[src/logic/arch_regs_cfg.svh]
// Register map offsets, field positions and reset values of the register set
`ifndef ARCH_REGS_CFG_SVH
`define ARCH_REGS_CFG_SVH
// Software port offsets (word index on a 6-bit address)
`define GPR_BASE        6'h00
`define SEG_BASE        6'h08
`define IPTR_OFF        6'h0e
`define MODE_OFF        6'h0f
`define FSW_OFF         6'h10
`define FCW_OFF         6'h11
`define FTW_OFF         6'h12
`define FPR_BASE        6'h20
// Float register fields
`define FP_SIGN_BIT     79
`define FP_EXP_MSB      78
`define FP_EXP_LSB      64
`define FP_MAN_MSB      63
// Reset values
`define GPR_RST         32'h0000_0000
`define SEG_RST         16'h0000
`define IPTR_RST        32'h0000_0000
`define FCW_RST         16'h0000
`define FSW_RST         16'h0000
`define FTW_RST         16'hffff
`define FPR_RST         80'h0
`endif

[src/logic/arch_regs_pkg.sv]
// Types shared by the architectural register set
package arch_regs_pkg;
    // Operand size of a general register access
    typedef enum logic [1:0] {
        sz_byte_lo,
        sz_byte_hi,
        sz_word,
        sz_dword
    } opsize_e;
    // Integer register numbers
    typedef enum logic [2:0] {
        accumulator_dword,
        count_reg,
        io_data_reg,
        general_pointer_reg,
        stack_top_pointer,
        stack_frame_pointer,
        source_index_reg,
        dest_index_reg
    } gpr_e;
    // Segment register numbers
    typedef enum logic [2:0] {
        extra_data_segment,
        code_segment,
        stack_segment,
        data_segment,
        third_data_segment,
        fourth_data_segment
    } seg_e;
    // Access purpose driving segment choice
    typedef enum logic [1:0] {
        use_fetch,
        use_stack,
        use_src,
        use_dst
    } ref_kind_e;
    // Instruction pointer update kinds
    typedef enum logic [1:0] {
        ip_hold,
        ip_advance,
        ip_transfer
    } ip_op_e;
    typedef logic [79:0] fpr_t;
endpackage : arch_regs_pkg

[src/logic/seg_xlate_if.sv]
// Segment translation request and answer bundle
interface seg_xlate_if;
    logic        prot_mode;
    logic [15:0] seg_value;
    logic [31:0] offset;
    logic [31:0] desc_base;
    logic [31:0] desc_limit;
    logic [7:0]  desc_attr;
    logic [12:0] desc_index;
    logic [31:0] lin_addr;
    logic        limit_fault;
    modport requester (output prot_mode, output seg_value, output offset, output desc_base,
                       output desc_limit, output desc_attr, input desc_index, input lin_addr,
                       input limit_fault);
    modport translator (input prot_mode, input seg_value, input offset, input desc_base,
                        input desc_limit, input desc_attr, output desc_index, output lin_addr,
                        output limit_fault);
endinterface : seg_xlate_if

[src/logic/seg_xlate.sv]
// Combinational segment base and linear address derivation
module seg_xlate (
    seg_xlate_if.translator x
);
    // Real mode: base is value times 16; protected: selector picks descriptor
    always_comb begin
        x.desc_index  = x.seg_value[15:3];
        if (x.prot_mode) begin
            x.lin_addr    = x.desc_base + x.offset;
            x.limit_fault = (x.offset > x.desc_limit) || !x.desc_attr[7]; // Present bit gate
        end else begin
            x.lin_addr    = {12'h000, x.seg_value, 4'h0} + x.offset;
            x.limit_fault = 1'b0;
        end
    end
endmodule : seg_xlate

[src/logic/gpr_merge.sv]
// Sub-register view read and merge helper for one general register
module gpr_merge
    import arch_regs_pkg::*;
(
    // Register and access
    input  wire logic [31:0] cur,
    input  wire logic [31:0] wdata,
    input  wire opsize_e     size,
    // Results
    output logic [31:0]      merged,
    output logic [31:0]      view
);
    // Narrow writes touch only the overlaid bits
    always_comb begin
        merged = cur;
        view   = cur;
        case (size)
            sz_byte_lo: begin
                merged[7:0] = wdata[7:0];
                view        = {24'h000000, cur[7:0]};
            end
            sz_byte_hi: begin
                merged[15:8] = wdata[7:0];
                view         = {24'h000000, cur[15:8]};
            end
            sz_word: begin
                merged[15:0] = wdata[15:0];
                view         = {16'h0000, cur[15:0]};
            end
            default: begin
                merged = wdata;
                view   = cur;
            end
        endcase
    end
endmodule : gpr_merge

[src/logic/arch_regs.sv]
// Architectural register set: integer, segment, pointer and float registers
//
// Overview of operation
// - Eight 32-bit general registers for data
// - Four registers have word and byte views
// - Word view is low 16 bits, shared
// - Two byte views split each word view
// - Index and stack registers: word view only
// - Byte, word, dword, quadword integer operands; quadword only as a gpr_pair read, pair writes copy 32 bits to both
// - Six 16-bit segment registers
// - Code fetch, stack and data segment roles
// - Real mode base comes from segment value
// - Protected mode value selects a descriptor
// - Instruction pointer, 32-bit or 16-bit form
// - Pointer changes only by advance or control transfer
// - Float data plus status, control, tag words
// - Eight 80-bit float registers, zero to seven
// - Sign 79, exponent 78:64, significand 63:0
// - 16-bit float status word shows state
// - Software-writable float control word
// - Index and stack pointers pick their segments; stack_frame_pointer has no reference kind and picks none
// - Tag word describes each stack entry
//
// Implementation choices: the placing of the registers and the plain strobed port.
`include "arch_regs_cfg.svh"
module arch_regs (
    // Clock and reset
    input  wire logic                   clk_sys,
    input  wire logic                   rst,
    input  wire logic                   clk_en,
    // Software register port
    input  wire logic [5:0]             sw_addr,
    input  wire logic [31:0]            sw_wdata,
    input  wire logic                   sw_wr,
    input  wire logic                   sw_rd,
    output logic [31:0]                 sw_rdata,
    // Integer register read/write port
    input  wire logic [2:0]             gpr_sel,
    input  wire arch_regs_pkg::opsize_e gpr_size,
    input  wire logic                   gpr_wr,
    input  wire logic [31:0]            gpr_wdata,
    input  wire logic                   gpr_pair,
    output logic [63:0]                 gpr_rdata,
    // Segment registers
    input  wire logic [2:0]             seg_sel,
    input  wire logic                   seg_wr,
    input  wire logic [15:0]            seg_wdata,
    // Address generation
    input  wire arch_regs_pkg::ref_kind_e ref_kind,
    input  wire logic [31:0]            desc_base,
    input  wire logic [31:0]            desc_limit,
    input  wire logic [7:0]             desc_attr,
    output logic [31:0]                 lin_addr,
    output logic [12:0]                 desc_index,
    output logic                        addr_fault,
    // Instruction pointer
    input  wire arch_regs_pkg::ip_op_e  ip_op,
    input  wire logic [3:0]             ip_len,
    input  wire logic [31:0]            ip_target,
    output logic [31:0]                 fetch_addr,
    // Float unit
    input  wire logic [2:0]             fpr_sel,
    input  wire logic                   fpr_wr,
    input  wire arch_regs_pkg::fpr_t    fpr_wdata,
    output arch_regs_pkg::fpr_t         fpr_rdata,
    input  wire logic                   fsw_wr,
    input  wire logic [15:0]            fsw_wdata,
    input  wire logic                   ftw_wr,
    input  wire logic [15:0]            ftw_wdata,
    output logic [15:0]                 fcw_out
);
    import arch_regs_pkg::*;

    logic [31:0] gpr_q [8];
    logic [15:0] seg_q [6];
    fpr_t        fpr_q [8];
    logic [31:0] ip_q;
    logic        prot_q;
    logic        op32_q;
    logic [15:0] fsw_q;
    logic [15:0] fcw_q;
    logic [15:0] ftw_q;

    // Byte views exist only on the first four registers
    function automatic opsize_e legal_size(input logic [2:0] sel, input opsize_e sz);
        if (sel >= 3'd4 && (sz == sz_byte_lo || sz == sz_byte_hi)) begin
            return sz_word;
        end
        return sz;
    endfunction : legal_size

    // Address decode helper shared by read and write
    function automatic logic in_range(input logic [5:0] a, input logic [5:0] base, input logic [5:0] n);
        return (a >= base) && (a < base + n);
    endfunction : in_range

    // Merge for execution-unit writes
    logic [31:0] gpr_merged;
    logic [31:0] gpr_view;
    opsize_e     eff_size;
    assign eff_size = legal_size(gpr_sel, gpr_size);
    gpr_merge u_merge (
        .cur    (gpr_q[gpr_sel]),
        .wdata  (gpr_wdata),
        .size   (eff_size),
        .merged (gpr_merged),
        .view   (gpr_view)
    );

    // Register file writes; execution port has priority over software
    always_ff @(posedge clk_sys or posedge rst) begin
        if (rst) begin
            for (int i = 0; i < 8; i++) begin
                gpr_q[i] <= `GPR_RST;
            end
        end else if (clk_en) begin
            if (gpr_wr) begin
                gpr_q[gpr_sel] <= gpr_merged;
                if (gpr_pair && eff_size == sz_dword) begin
                    gpr_q[io_data_reg] <= gpr_wdata;
                end
            end else if (sw_wr && in_range(sw_addr, `GPR_BASE, 6'd8)) begin
                gpr_q[sw_addr[2:0]] <= sw_wdata;
            end
        end
    end

    // Segment register writes
    always_ff @(posedge clk_sys or posedge rst) begin
        if (rst) begin
            for (int i = 0; i < 6; i++) begin
                seg_q[i] <= `SEG_RST;
            end
        end else if (clk_en) begin
            if (seg_wr && seg_sel < 3'd6) begin
                seg_q[seg_sel] <= seg_wdata;
            end else if (sw_wr && in_range(sw_addr, `SEG_BASE, 6'd6)) begin
                seg_q[sw_addr[2:0]] <= sw_wdata[15:0];
            end
        end
    end

    // Mode bits: protected mode and 32-bit pointer form
    always_ff @(posedge clk_sys or posedge rst) begin
        if (rst) begin
            prot_q <= 1'b0;
            op32_q <= 1'b0;
        end else if (clk_en && sw_wr && sw_addr == `MODE_OFF) begin
            prot_q <= sw_wdata[0];
            op32_q <= sw_wdata[1];
        end
    end

    // Instruction pointer: no plain data write path, only flow changes
    always_ff @(posedge clk_sys or posedge rst) begin
        if (rst) begin
            ip_q <= `IPTR_RST;
        end else if (clk_en) begin
            case (ip_op)
                ip_advance: begin
                    ip_q <= op32_q ? ip_q + {28'h0, ip_len}
                                   : {16'h0000, ip_q[15:0] + {12'h000, ip_len}};
                end
                ip_transfer: begin
                    ip_q <= op32_q ? ip_target : {16'h0000, ip_target[15:0]};
                end
                default: begin
                    ip_q <= ip_q;
                end
            endcase
        end
    end

    // Float data registers
    always_ff @(posedge clk_sys or posedge rst) begin
        if (rst) begin
            for (int i = 0; i < 8; i++) begin
                fpr_q[i] <= `FPR_RST;
            end
        end else if (clk_en && fpr_wr) begin
            fpr_q[fpr_sel] <= fpr_wdata;
        end
    end

    // Float status, control and tag words
    always_ff @(posedge clk_sys or posedge rst) begin
        if (rst) begin
            fsw_q <= `FSW_RST;
            fcw_q <= `FCW_RST;
            ftw_q <= `FTW_RST;
        end else if (clk_en) begin
            if (fsw_wr) begin
                fsw_q <= fsw_wdata;
            end
            if (sw_wr && sw_addr == `FCW_OFF) begin
                fcw_q <= sw_wdata[15:0];
            end
            if (ftw_wr) begin
                ftw_q <= ftw_wdata;
            end
        end
    end

    // Segment choice per reference kind
    logic [31:0] ref_off;
    logic [2:0]  ref_seg;
    always_comb begin
        case (ref_kind)
            use_fetch: begin
                ref_seg = code_segment;
                ref_off = ip_q;
            end
            use_stack: begin
                ref_seg = stack_segment;
                ref_off = gpr_q[stack_top_pointer];
            end
            use_src: begin
                ref_seg = data_segment;
                ref_off = gpr_q[source_index_reg];
            end
            default: begin
                ref_seg = extra_data_segment;
                ref_off = gpr_q[dest_index_reg];
            end
        endcase
    end

    seg_xlate_if xif ();
    assign xif.prot_mode  = prot_q;
    assign xif.seg_value  = seg_q[ref_seg];
    assign xif.offset     = ref_off;
    assign xif.desc_base  = desc_base;
    assign xif.desc_limit = desc_limit;
    assign xif.desc_attr  = desc_attr;
    seg_xlate u_xlate (
        .x (xif.translator)
    );

    // Registered outputs
    always_ff @(posedge clk_sys or posedge rst) begin
        if (rst) begin
            lin_addr   <= 32'h0000_0000;
            desc_index <= 13'h0000;
            addr_fault <= 1'b0;
            fetch_addr <= 32'h0000_0000;
            gpr_rdata  <= 64'h0;
            fpr_rdata  <= `FPR_RST;
            fcw_out    <= `FCW_RST;
        end else if (clk_en) begin
            lin_addr   <= xif.lin_addr;
            desc_index <= xif.desc_index;
            addr_fault <= xif.limit_fault;
            fetch_addr <= ip_q;
            gpr_rdata  <= (gpr_pair && eff_size == sz_dword) ? {gpr_q[io_data_reg], gpr_view}
                                                            : {32'h0, gpr_view};
            fpr_rdata  <= fpr_q[fpr_sel];
            fcw_out    <= fcw_q;
        end
    end

    // Software read data, one cycle after the strobe; unmapped reads zero
    always_ff @(posedge clk_sys or posedge rst) begin
        if (rst) begin
            sw_rdata <= 32'h0000_0000;
        end else if (clk_en) begin
            if (!sw_rd) begin
                sw_rdata <= 32'h0000_0000;
            end else if (in_range(sw_addr, `GPR_BASE, 6'd8)) begin
                sw_rdata <= gpr_q[sw_addr[2:0]];
            end else if (in_range(sw_addr, `SEG_BASE, 6'd6)) begin
                sw_rdata <= {16'h0000, seg_q[sw_addr[2:0]]};
            end else if (in_range(sw_addr, `FPR_BASE, 6'd24)) begin
                // Each float register spans three words, low word first
                sw_rdata <= fpr_word(sw_addr - `FPR_BASE);
            end else begin
                case (sw_addr)
                    `IPTR_OFF: sw_rdata <= ip_q;
                    `MODE_OFF: sw_rdata <= {30'h0, op32_q, prot_q};
                    `FSW_OFF:  sw_rdata <= {16'h0000, fsw_q};
                    `FCW_OFF:  sw_rdata <= {16'h0000, fcw_q};
                    `FTW_OFF:  sw_rdata <= {16'h0000, ftw_q};
                    default:   sw_rdata <= 32'h0000_0000;
                endcase
            end
        end
    end

    // Word select within the float register window
    function automatic logic [31:0] fpr_word(input logic [5:0] idx);
        logic [2:0] r;
        logic [1:0] w;
        logic [95:0] wide;
        r    = 3'(idx / 6'd3);
        w    = 2'(idx % 6'd3);
        wide = {16'h0000, fpr_q[r]};
        return wide[32*w +: 32];
    endfunction : fpr_word
endmodule : arch_regs

[config.mk]
export PLATFORM = sky130hd
export DESIGN_NAME = arch_regs
export DESIGN_NICKNAME = d
export VERILOG_FILES = /design/src/logic/arch_regs_pkg.sv /design/src/logic/seg_xlate_if.sv /design/src/logic/seg_xlate.sv /design/src/logic/gpr_merge.sv /design/src/logic/arch_regs.sv
export VERILOG_INCLUDE_DIRS = /design/src /design/src/logic
export SDC_FILE = /design/constraint.sdc
export NUM_CORES = 2
export LEC_CHECK = 0
export ABC_CLOCK_PERIOD_IN_PS = 50300
export BUFFER_PORTS_ARGS = -buffer_cell sky130_fd_sc_hd__buf_4
export CAP_MARGIN = 20
export CORE_MARGIN = 10
export CORE_UTILIZATION = 60
export DETAILED_ROUTE_END_ITERATION = 16
export PLACE_DENSITY = 0.8
export SKIP_CTS_REPAIR_TIMING = 1
export SLEW_MARGIN = 0
export SYNTH_ARGS = -nofsm -noshare
export SYNTH_HDL_FRONTEND = slang
export SYNTH_SLANG_ARGS = --single-unit
[constraint.sdc]
create_clock -name clk_sys -period 50.3 [get_ports clk_sys]
set_input_delay 7.545 -clock clk_sys [delete_from_list [all_inputs] [get_ports clk_sys]]
set_output_delay 7.545 -clock clk_sys [all_outputs]
set_load 0.05 [all_outputs]
== Yosys cells after proc, flatten, opt, wreduce, memory -nomap -nowiden ==
Cells that the tools add are included.
Word-level totals
  output and inout bits: 270
  input bits: 332
  logic and storage cells: 172
  flip-flop bits (word level): 1344
Operators by class
  equal/unequal tests: 13
  reduce and logical (&&, ||, !) cells: 32
  $add $sub $neg: 5
  muxes and demuxes: 58
  shift operators: 1
  bitwise gates (word level): 6
  magnitude comparators: 19
  divide/modulo/power cells: 2
Operator list (count)
  640-bit bitwise mux: 1
  256-bit bitwise mux: 2
  256-bit two-way mux: 2
  80-bit binary-select mux with 3-bit select: 2
  32-bit two-way mux: 14
  80-bit two-way mux: 5
  80-bit demux with 3-bit select: 1
  32-bit binary-select mux with 3-bit select: 2
  96-bit bitwise mux: 2
  32-bit demux with 3-bit select: 2
  96-bit two-way mux: 2
  32-bit case mux with 3 select lines: 2
  32-bit case mux with 5 select lines: 1
  16-bit two-way mux: 7
  16-bit binary-select mux with 3-bit select: 2
  16-bit demux with 3-bit select: 2
  96-bit by 8-bit indexed part select with 32-bit output: 1
  64-bit two-way mux: 1
  32-bit case mux with 2 select lines: 1
  20-bit by 32-bit adder with 32-bit output: 1
  32-bit adder: 1
  32-bit by 4-bit adder with 32-bit output: 1
  32-bit greater-than comparator: 1
  4-bit greater-or-equal comparator (second input constant): 6
  29 further kinds: 74

== Depth between registers and ports, before layout ==
  word-level depth: 11
  gate-level depth with buffers: 26
  depth with buffers taken out: 19

== Hierarchy ==
A second synthesis with hierarchy kept.
Unflattened totals
  cells, all modules: 7123
  area, all modules: 76683.5 µm²
Modules (own cells, without submodules)
  arch_regs: area each 72077.9 µm², times used 1, cells an instance 6476, seq. area each 33652.3 µm²
  seg_xlate: area each 3826.2 µm², times used 1, cells an instance 555, seq. area each 0.0 µm²
  gpr_merge: area each 779.5 µm², times used 1, cells an instance 92, seq. area each 0.0 µm²

== Least setup slack after synthesis ==
OpenSTA, ideal clock, no wires.
  kind: input to register
  start point: input ref_kind[0]
  end point: register lin_addr[23]
  stages on the path: 16
  path buffers: 4
  setup slack: 38.242 ns
  data required time: 50.175 ns
  arrival: 11.933 ns
  library setup time: 0.125 ns
  cells stage by stage: ha_1 clkbuf_1 clkbuf_1 buf_1 buf_1 mux2i_1 ha_1 a21o_1 a21o_1 a31o_2 a211oi_1 and4b_1 or3_1 xor2_1 mux2i_1 mux2_2
Between the ends
  longest elaborated chain between the ends: 8
  elaborated cells between the ends (all ways): 12
  classes of those cells: add/sub (2); eq/ne (2); mux (6); bitwise (1); reduce/logical (1)
Ends and longest elaborated chain
  from (decl): line arch_regs.sv:49  | input wire arch_regs_pkg::ref_kind_e ref_kind,
  2-bit == test (tied with other cells): line arch_regs.sv:208  | case (ref_kind)
  2-bit case mux with 3 select lines: line arch_regs.sv:208
  3-bit inverter with 4-bit output (implied by the code): line arch_regs.sv:230  | assign xif.seg_value = seg_q[ref_seg];
  16-bit binary-select mux with 3-bit select: line arch_regs.sv:230
  16-bit two-way mux (implied by the code) (2 in series): line arch_regs.sv:230
  20-bit by 32-bit adder with 32-bit output: line seg_xlate.sv:12  | x.lin_addr = {12'h000, x.seg_value, 4'h0} + x.offset;
  32-bit two-way mux *: line seg_xlate.sv:8  | if (x.prot_mode) begin
  to (signal assigned): line arch_regs.sv:250  | lin_addr <= xif.lin_addr;
  to (decl): line arch_regs.sv:53  | output logic [31:0] lin_addr,
Mark *: on every way between the ends. The rest lies on a longest branch, timed or not. The select of a mux whose other input is x is not followed.
A chain may end at the register's enable or synchronous reset.

== Worst setup path in the final report ==
  start point: input sw_addr[5]
  end point: register sw_rdata[16]
Between the ends
  longest elaborated chain between the ends: 11
  elaborated cells between the ends (all ways): 27
  classes of those cells: add/sub (1); div (2); order compare (6); eq/ne (5); shift (1); mux (8); bitwise (1); reduce/logical (3)
Ends and longest elaborated chain
  from (decl): line arch_regs.sv:32  | input wire logic [5:0] sw_addr,
  6-bit subtractor (no source line)
  6-bit by 2-bit divider with 6-bit output: line arch_regs.sv:293  | r = 3'(idx / 6'd3);
  3-bit inverter with 4-bit output (implied by the code): line arch_regs.sv:295  | wide = {16'h0000, fpr_q[r]};
  80-bit binary-select mux with 3-bit select: line arch_regs.sv:295
  80-bit two-way mux (implied by the code) (2 in series): line arch_regs.sv:295
  96-bit by 8-bit indexed part select with 32-bit output: line arch_regs.sv:296  | return wide[32*w +: 32];
  32-bit two-way mux: line arch_regs.sv:272  | end else if (in_range(sw_addr, `FPR_BASE, 6'd24)) begin
  32-bit two-way mux: line arch_regs.sv:270  | end else if (in_range(sw_addr, `SEG_BASE, 6'd6)) begin
  32-bit two-way mux *: line arch_regs.sv:268  | end else if (in_range(sw_addr, `GPR_BASE, 6'd8)) begin
  32-bit two-way mux *: line arch_regs.sv:266  | if (!sw_rd) begin
  to (signal assigned): line arch_regs.sv:269  | sw_rdata <= gpr_q[sw_addr[2:0]];
  to (signal assigned): line arch_regs.sv:271  | sw_rdata <= {16'h0000, seg_q[sw_addr[2:0]]};
  to (signal assigned): line arch_regs.sv:274  | sw_rdata <= fpr_word(sw_addr - `FPR_BASE);
  to (decl): line arch_regs.sv:36  | output logic [31:0] sw_rdata,
Marked as above.

==> results.json <==
{
  "grt-busiest-layer": "met2",
  "drv_slew": 0,
  "internal_power_w": 0.00243,
  "setup-tns-final_ns": 0,
  "synth.area.top_cells": "dfrtp_1, mux2_2, mux4_2, mux2i_1, a21oi_1",
  "dieArea_um2": 139000,
  "synth_edf_count": 0,
  "wire_per_inst_um": 33.5,
  "crit_path_max_incr_delay_ns": 0.82,
  "switching_share_pct": 36.1,
  "place_hpwl_um": 198000,
  "clock_latency_ns": 0.81,
  "crit_required_ns": 51.02,
  "max_freq_mhz": 75.4,
  "drt.antenna.violating_nets": 0,
  "status": "complete, no violations",
  "cts_tree": "yes",
  "power.switching_w": 0.00137,
  "drc": 0,
  "cp-end-kind": "flip-flop",
  "ys_warn_count": 0,
  "dr.pass1.iters": 12,
  "gp_congestion": 1.06,
  "cts_root_buffer": "clkbuf_16",
  "crit_start": "sw_addr[5]",
  "clockBufferDepth": 3,
  "num_vias": 65200,
  "combPwrFrac_pct": 30.6,
  "use_met2_pct": 62.1,
  "io_buffers": 594,
  "fp.dieH_um": 373,
  "grt_use_met3_pct": 16.6,
  "area_delta_synth_final_pct": 14.8,
  "first_global_vias": 63500,
  "max_slew.worst_pin.slew_ns": 1.25,
  "die_x_um": 373,
  "clock-sinks": 1344,
  "clock_power_share_pct": 29.7,
  "worstSetupPathType": "in2reg",
  "hold_path.startpoint": "gpr_rdata[17]",
  "numCtsBuffers": 148,
  "nets": 7578,
  "synth_nets": 7257,
  "final_hold_viol_count": 0,
  "track_usage_pct": 41.6,
  "synth-seq-cells": 1344,
  "start_util_pct": 60.4,
  "post-route-min-period_ns": 13.26,
  "drt_wl_total_um": 299000,
  "start_kind": "input pin",
  "antenna_found_initial": 55,
  "synth_area_leader_cell": "dfrtp_1",
  "drive_gt1_share_pct": 30.1,
  "crit_chain": "buf_4 -> or3b_1 -> a21o_1 -> and2_1 -> inv_1 -> ha_1 -> nor2_1 -> o211ai_1 -> and2_1 -> or3_1 -> nand2_1 -> ha_1 -> nor2_1 -> nand3_1 -> nor2_4 -> buf_4 -> buf_4 -> a221oi_1 -> o21ai_0 -> a32o_1 -> a21oi_1 -> o21ai_0",
  "ios": 602,
  "post-route-period-util_pct": 26.4,
  "drv_cap": 0,
  "viasPerCell": 7.30,
  "syn_area_per_cell_um2": 10.9,
  "grt_max_degree": 180,
  "path_common_cell": "buf_4",
  "reg2reg_from": "ip_q[4]",
  "synth_cells": 6832,
  "synthArstFlopShare_pct": 100,
  "min_path_cells": 1,
  "core_um2": 124000,
  "pwr-share-seq_pct": 39.7,
  "timing.hold.ws_ns": 0.488,
  "synth_cell_types": 89,
  "finClkSkew_ns": 0.0205,
  "grt_use_met1_pct": 47.8,
  "synth_area_um2": 74600,
  "cts.clk_slew.worst_paths_ns": 0.06,
  "htreeDepth": 4,
  "arrival_ns": 13.97,
  "rows": 129,
  "grt_pass1_wl_um": 435000,
  "slew_headroom_pct": 15.5,
  "fillers": 8967,
  "worstPathMaxFanout": 64,
  "seq_area_frac_synth_pct": 45.1,
  "ir_drop_v": 0.0000431,
  "grt_overflow": 0,
  "slowest_stage": "buf_4",
  "ff2ff_setup_slack_ns": 45.54,
  "rr_endpoint": "lin_addr[31]",
  "min_to": "gpr_rdata[17]",
  "ys_dominant_reg_cell": "dfrtp_1",
  "synth_top_area_share_pct": 44.5,
  "p_per_area_nw_per_um2": 44.4,
  "hold_class": "reg2reg",
  "rsz0062_at_grt": "no",
  "drt-initial-drc-count": 9801,
  "leakage_nw": 36.8,
  "setup_viol": 0,
  "r2r_cells": 12
}
## sequential cells by signal (all words and copies together) (netlist names), 13 cells and up
register and flops:
sw_rdata 32, gpr_rdata 64, fpr_q 640, fpr_rdata 80, lin_addr 32, seg_q 96, ip_q 32, fcw_out 16
fetch_addr 32, desc_index 13, fsw_q 16, gpr_q 256, ftw_q 16, fcw_q 16
## cell type report
type / instances / area, µm² / area share [%]
Multi-Input combinational cell: 4791 / 38600 / 45.0
Sequential cell: 1344 / 33700 / 39.3
Timing Repair Buffer: 763 / 5940 / 6.93
Clock buffer: 227 / 4490 / 5.24
Tap cell: 1637 / 2050 / 2.39
Clock inverter: 37 / 504 / 0.589
Inverter: 105 / 404 / 0.472
Antenna cell: 28 / 70.1 / 0.0818
## critical path, delay by kind of cell
kind	cells	cell delay [ns]
adder cells (fa/ha/maj)	2	0.47
AND/OR/NAND/NOR	9	2.63
AO/OA/AOI/OAI	7	1.42
buffers and inverters	4	1.80
## cell usage after synthesis (73+ instances only)
library cell	count
a32oi_1	97
mux4_2	281
a22oi_1	307
nand2_1	615
a221oi_1	73
mux2_2	810
inv_1	101
nor2_1	418
nand3_1	90
o21ai_0	470
dfrtp_1	1328
clkbuf_1	447
a21oi_1	489
mux2i_1	267
ha_1	90
## layer usage
metal,share of wire (%),up-vias,wire length (µm)
met2,44,5133,131000
met4,10,46,29900
met5,0.11,-,320
met3,13,1453,40300
li1,-,26400,-
met1,33,32100,97500
## stage by stage
step	instance area (µm²)	utilization, %	total power (W)	worst slack (ns)	std cells
finish	85700	69.3	0.00380	37.04	8932
global route	85600	69.3	0.00392	36.90	8920
CTS	85300	69.0	0.00375	37.16	8886
detailed placement	80300	65.0	0.00263	36.36	8622
global placement	80300	65.0	0.00258	36.44	8622
floorplan	74600	-	0.00221	4.89	6832
## cell families (layout without fill, tap and decap cells)
logic type	after synthesis	in the layout	share of synthesized area, %
AO/OA/AOI/OAI	1943	1943	17.0
multiplexers	1358	1358	24.3
flip-flops	1344	1344	45.1
buffers and inverters	697	1132	3.70
other	0	28	0
adder cells (fa/ha/maj)	94	94	1.60
AND/OR/NAND/NOR	1345	1345	7.67
XOR/XNOR	51	51	0.599
## how the worst max path moves through the flow
stage | endpoint | slack [ns]
floorplan | addr_fault | 4.89
global placement | sw_rdata[25] | 36.44
detailed placement | sw_rdata[25] | 36.36
CTS | sw_rdata[25] | 37.16
global route | sw_rdata[29] | 36.90
finish | sw_rdata[16] | 37.04
## layout by cell type (no fill, tap or decap), drive strengths merged, types with 90 or more instances in the layout
cell / count
a32oi: 97
o21ai: 488
a22oi: 307
a21oi: 490
nor2: 421
ha: 90
clkbuf: 228
inv: 107
mux4: 281
nand3: 90
dfrtp: 1328
buf: 762
mux2: 810
mux2i: 267
nand2: 615
## power by group through the flow
stage / sequential (W) / combinational (W) / clock [W]
after CTS: 0.00150 / 0.00113 / 0.00113
after global routing: 0.00153 / 0.00122 / 0.00118
final: 0.00151 / 0.00116 / 0.00113
after global placement: 0.00150 / 0.00109 / 0
after detailed placement: 0.00151 / 0.00112 / 0
after floorplan: 0.00159 / 0.000616 / 0
Note: power is estimated with default switching activity, not from simulation.
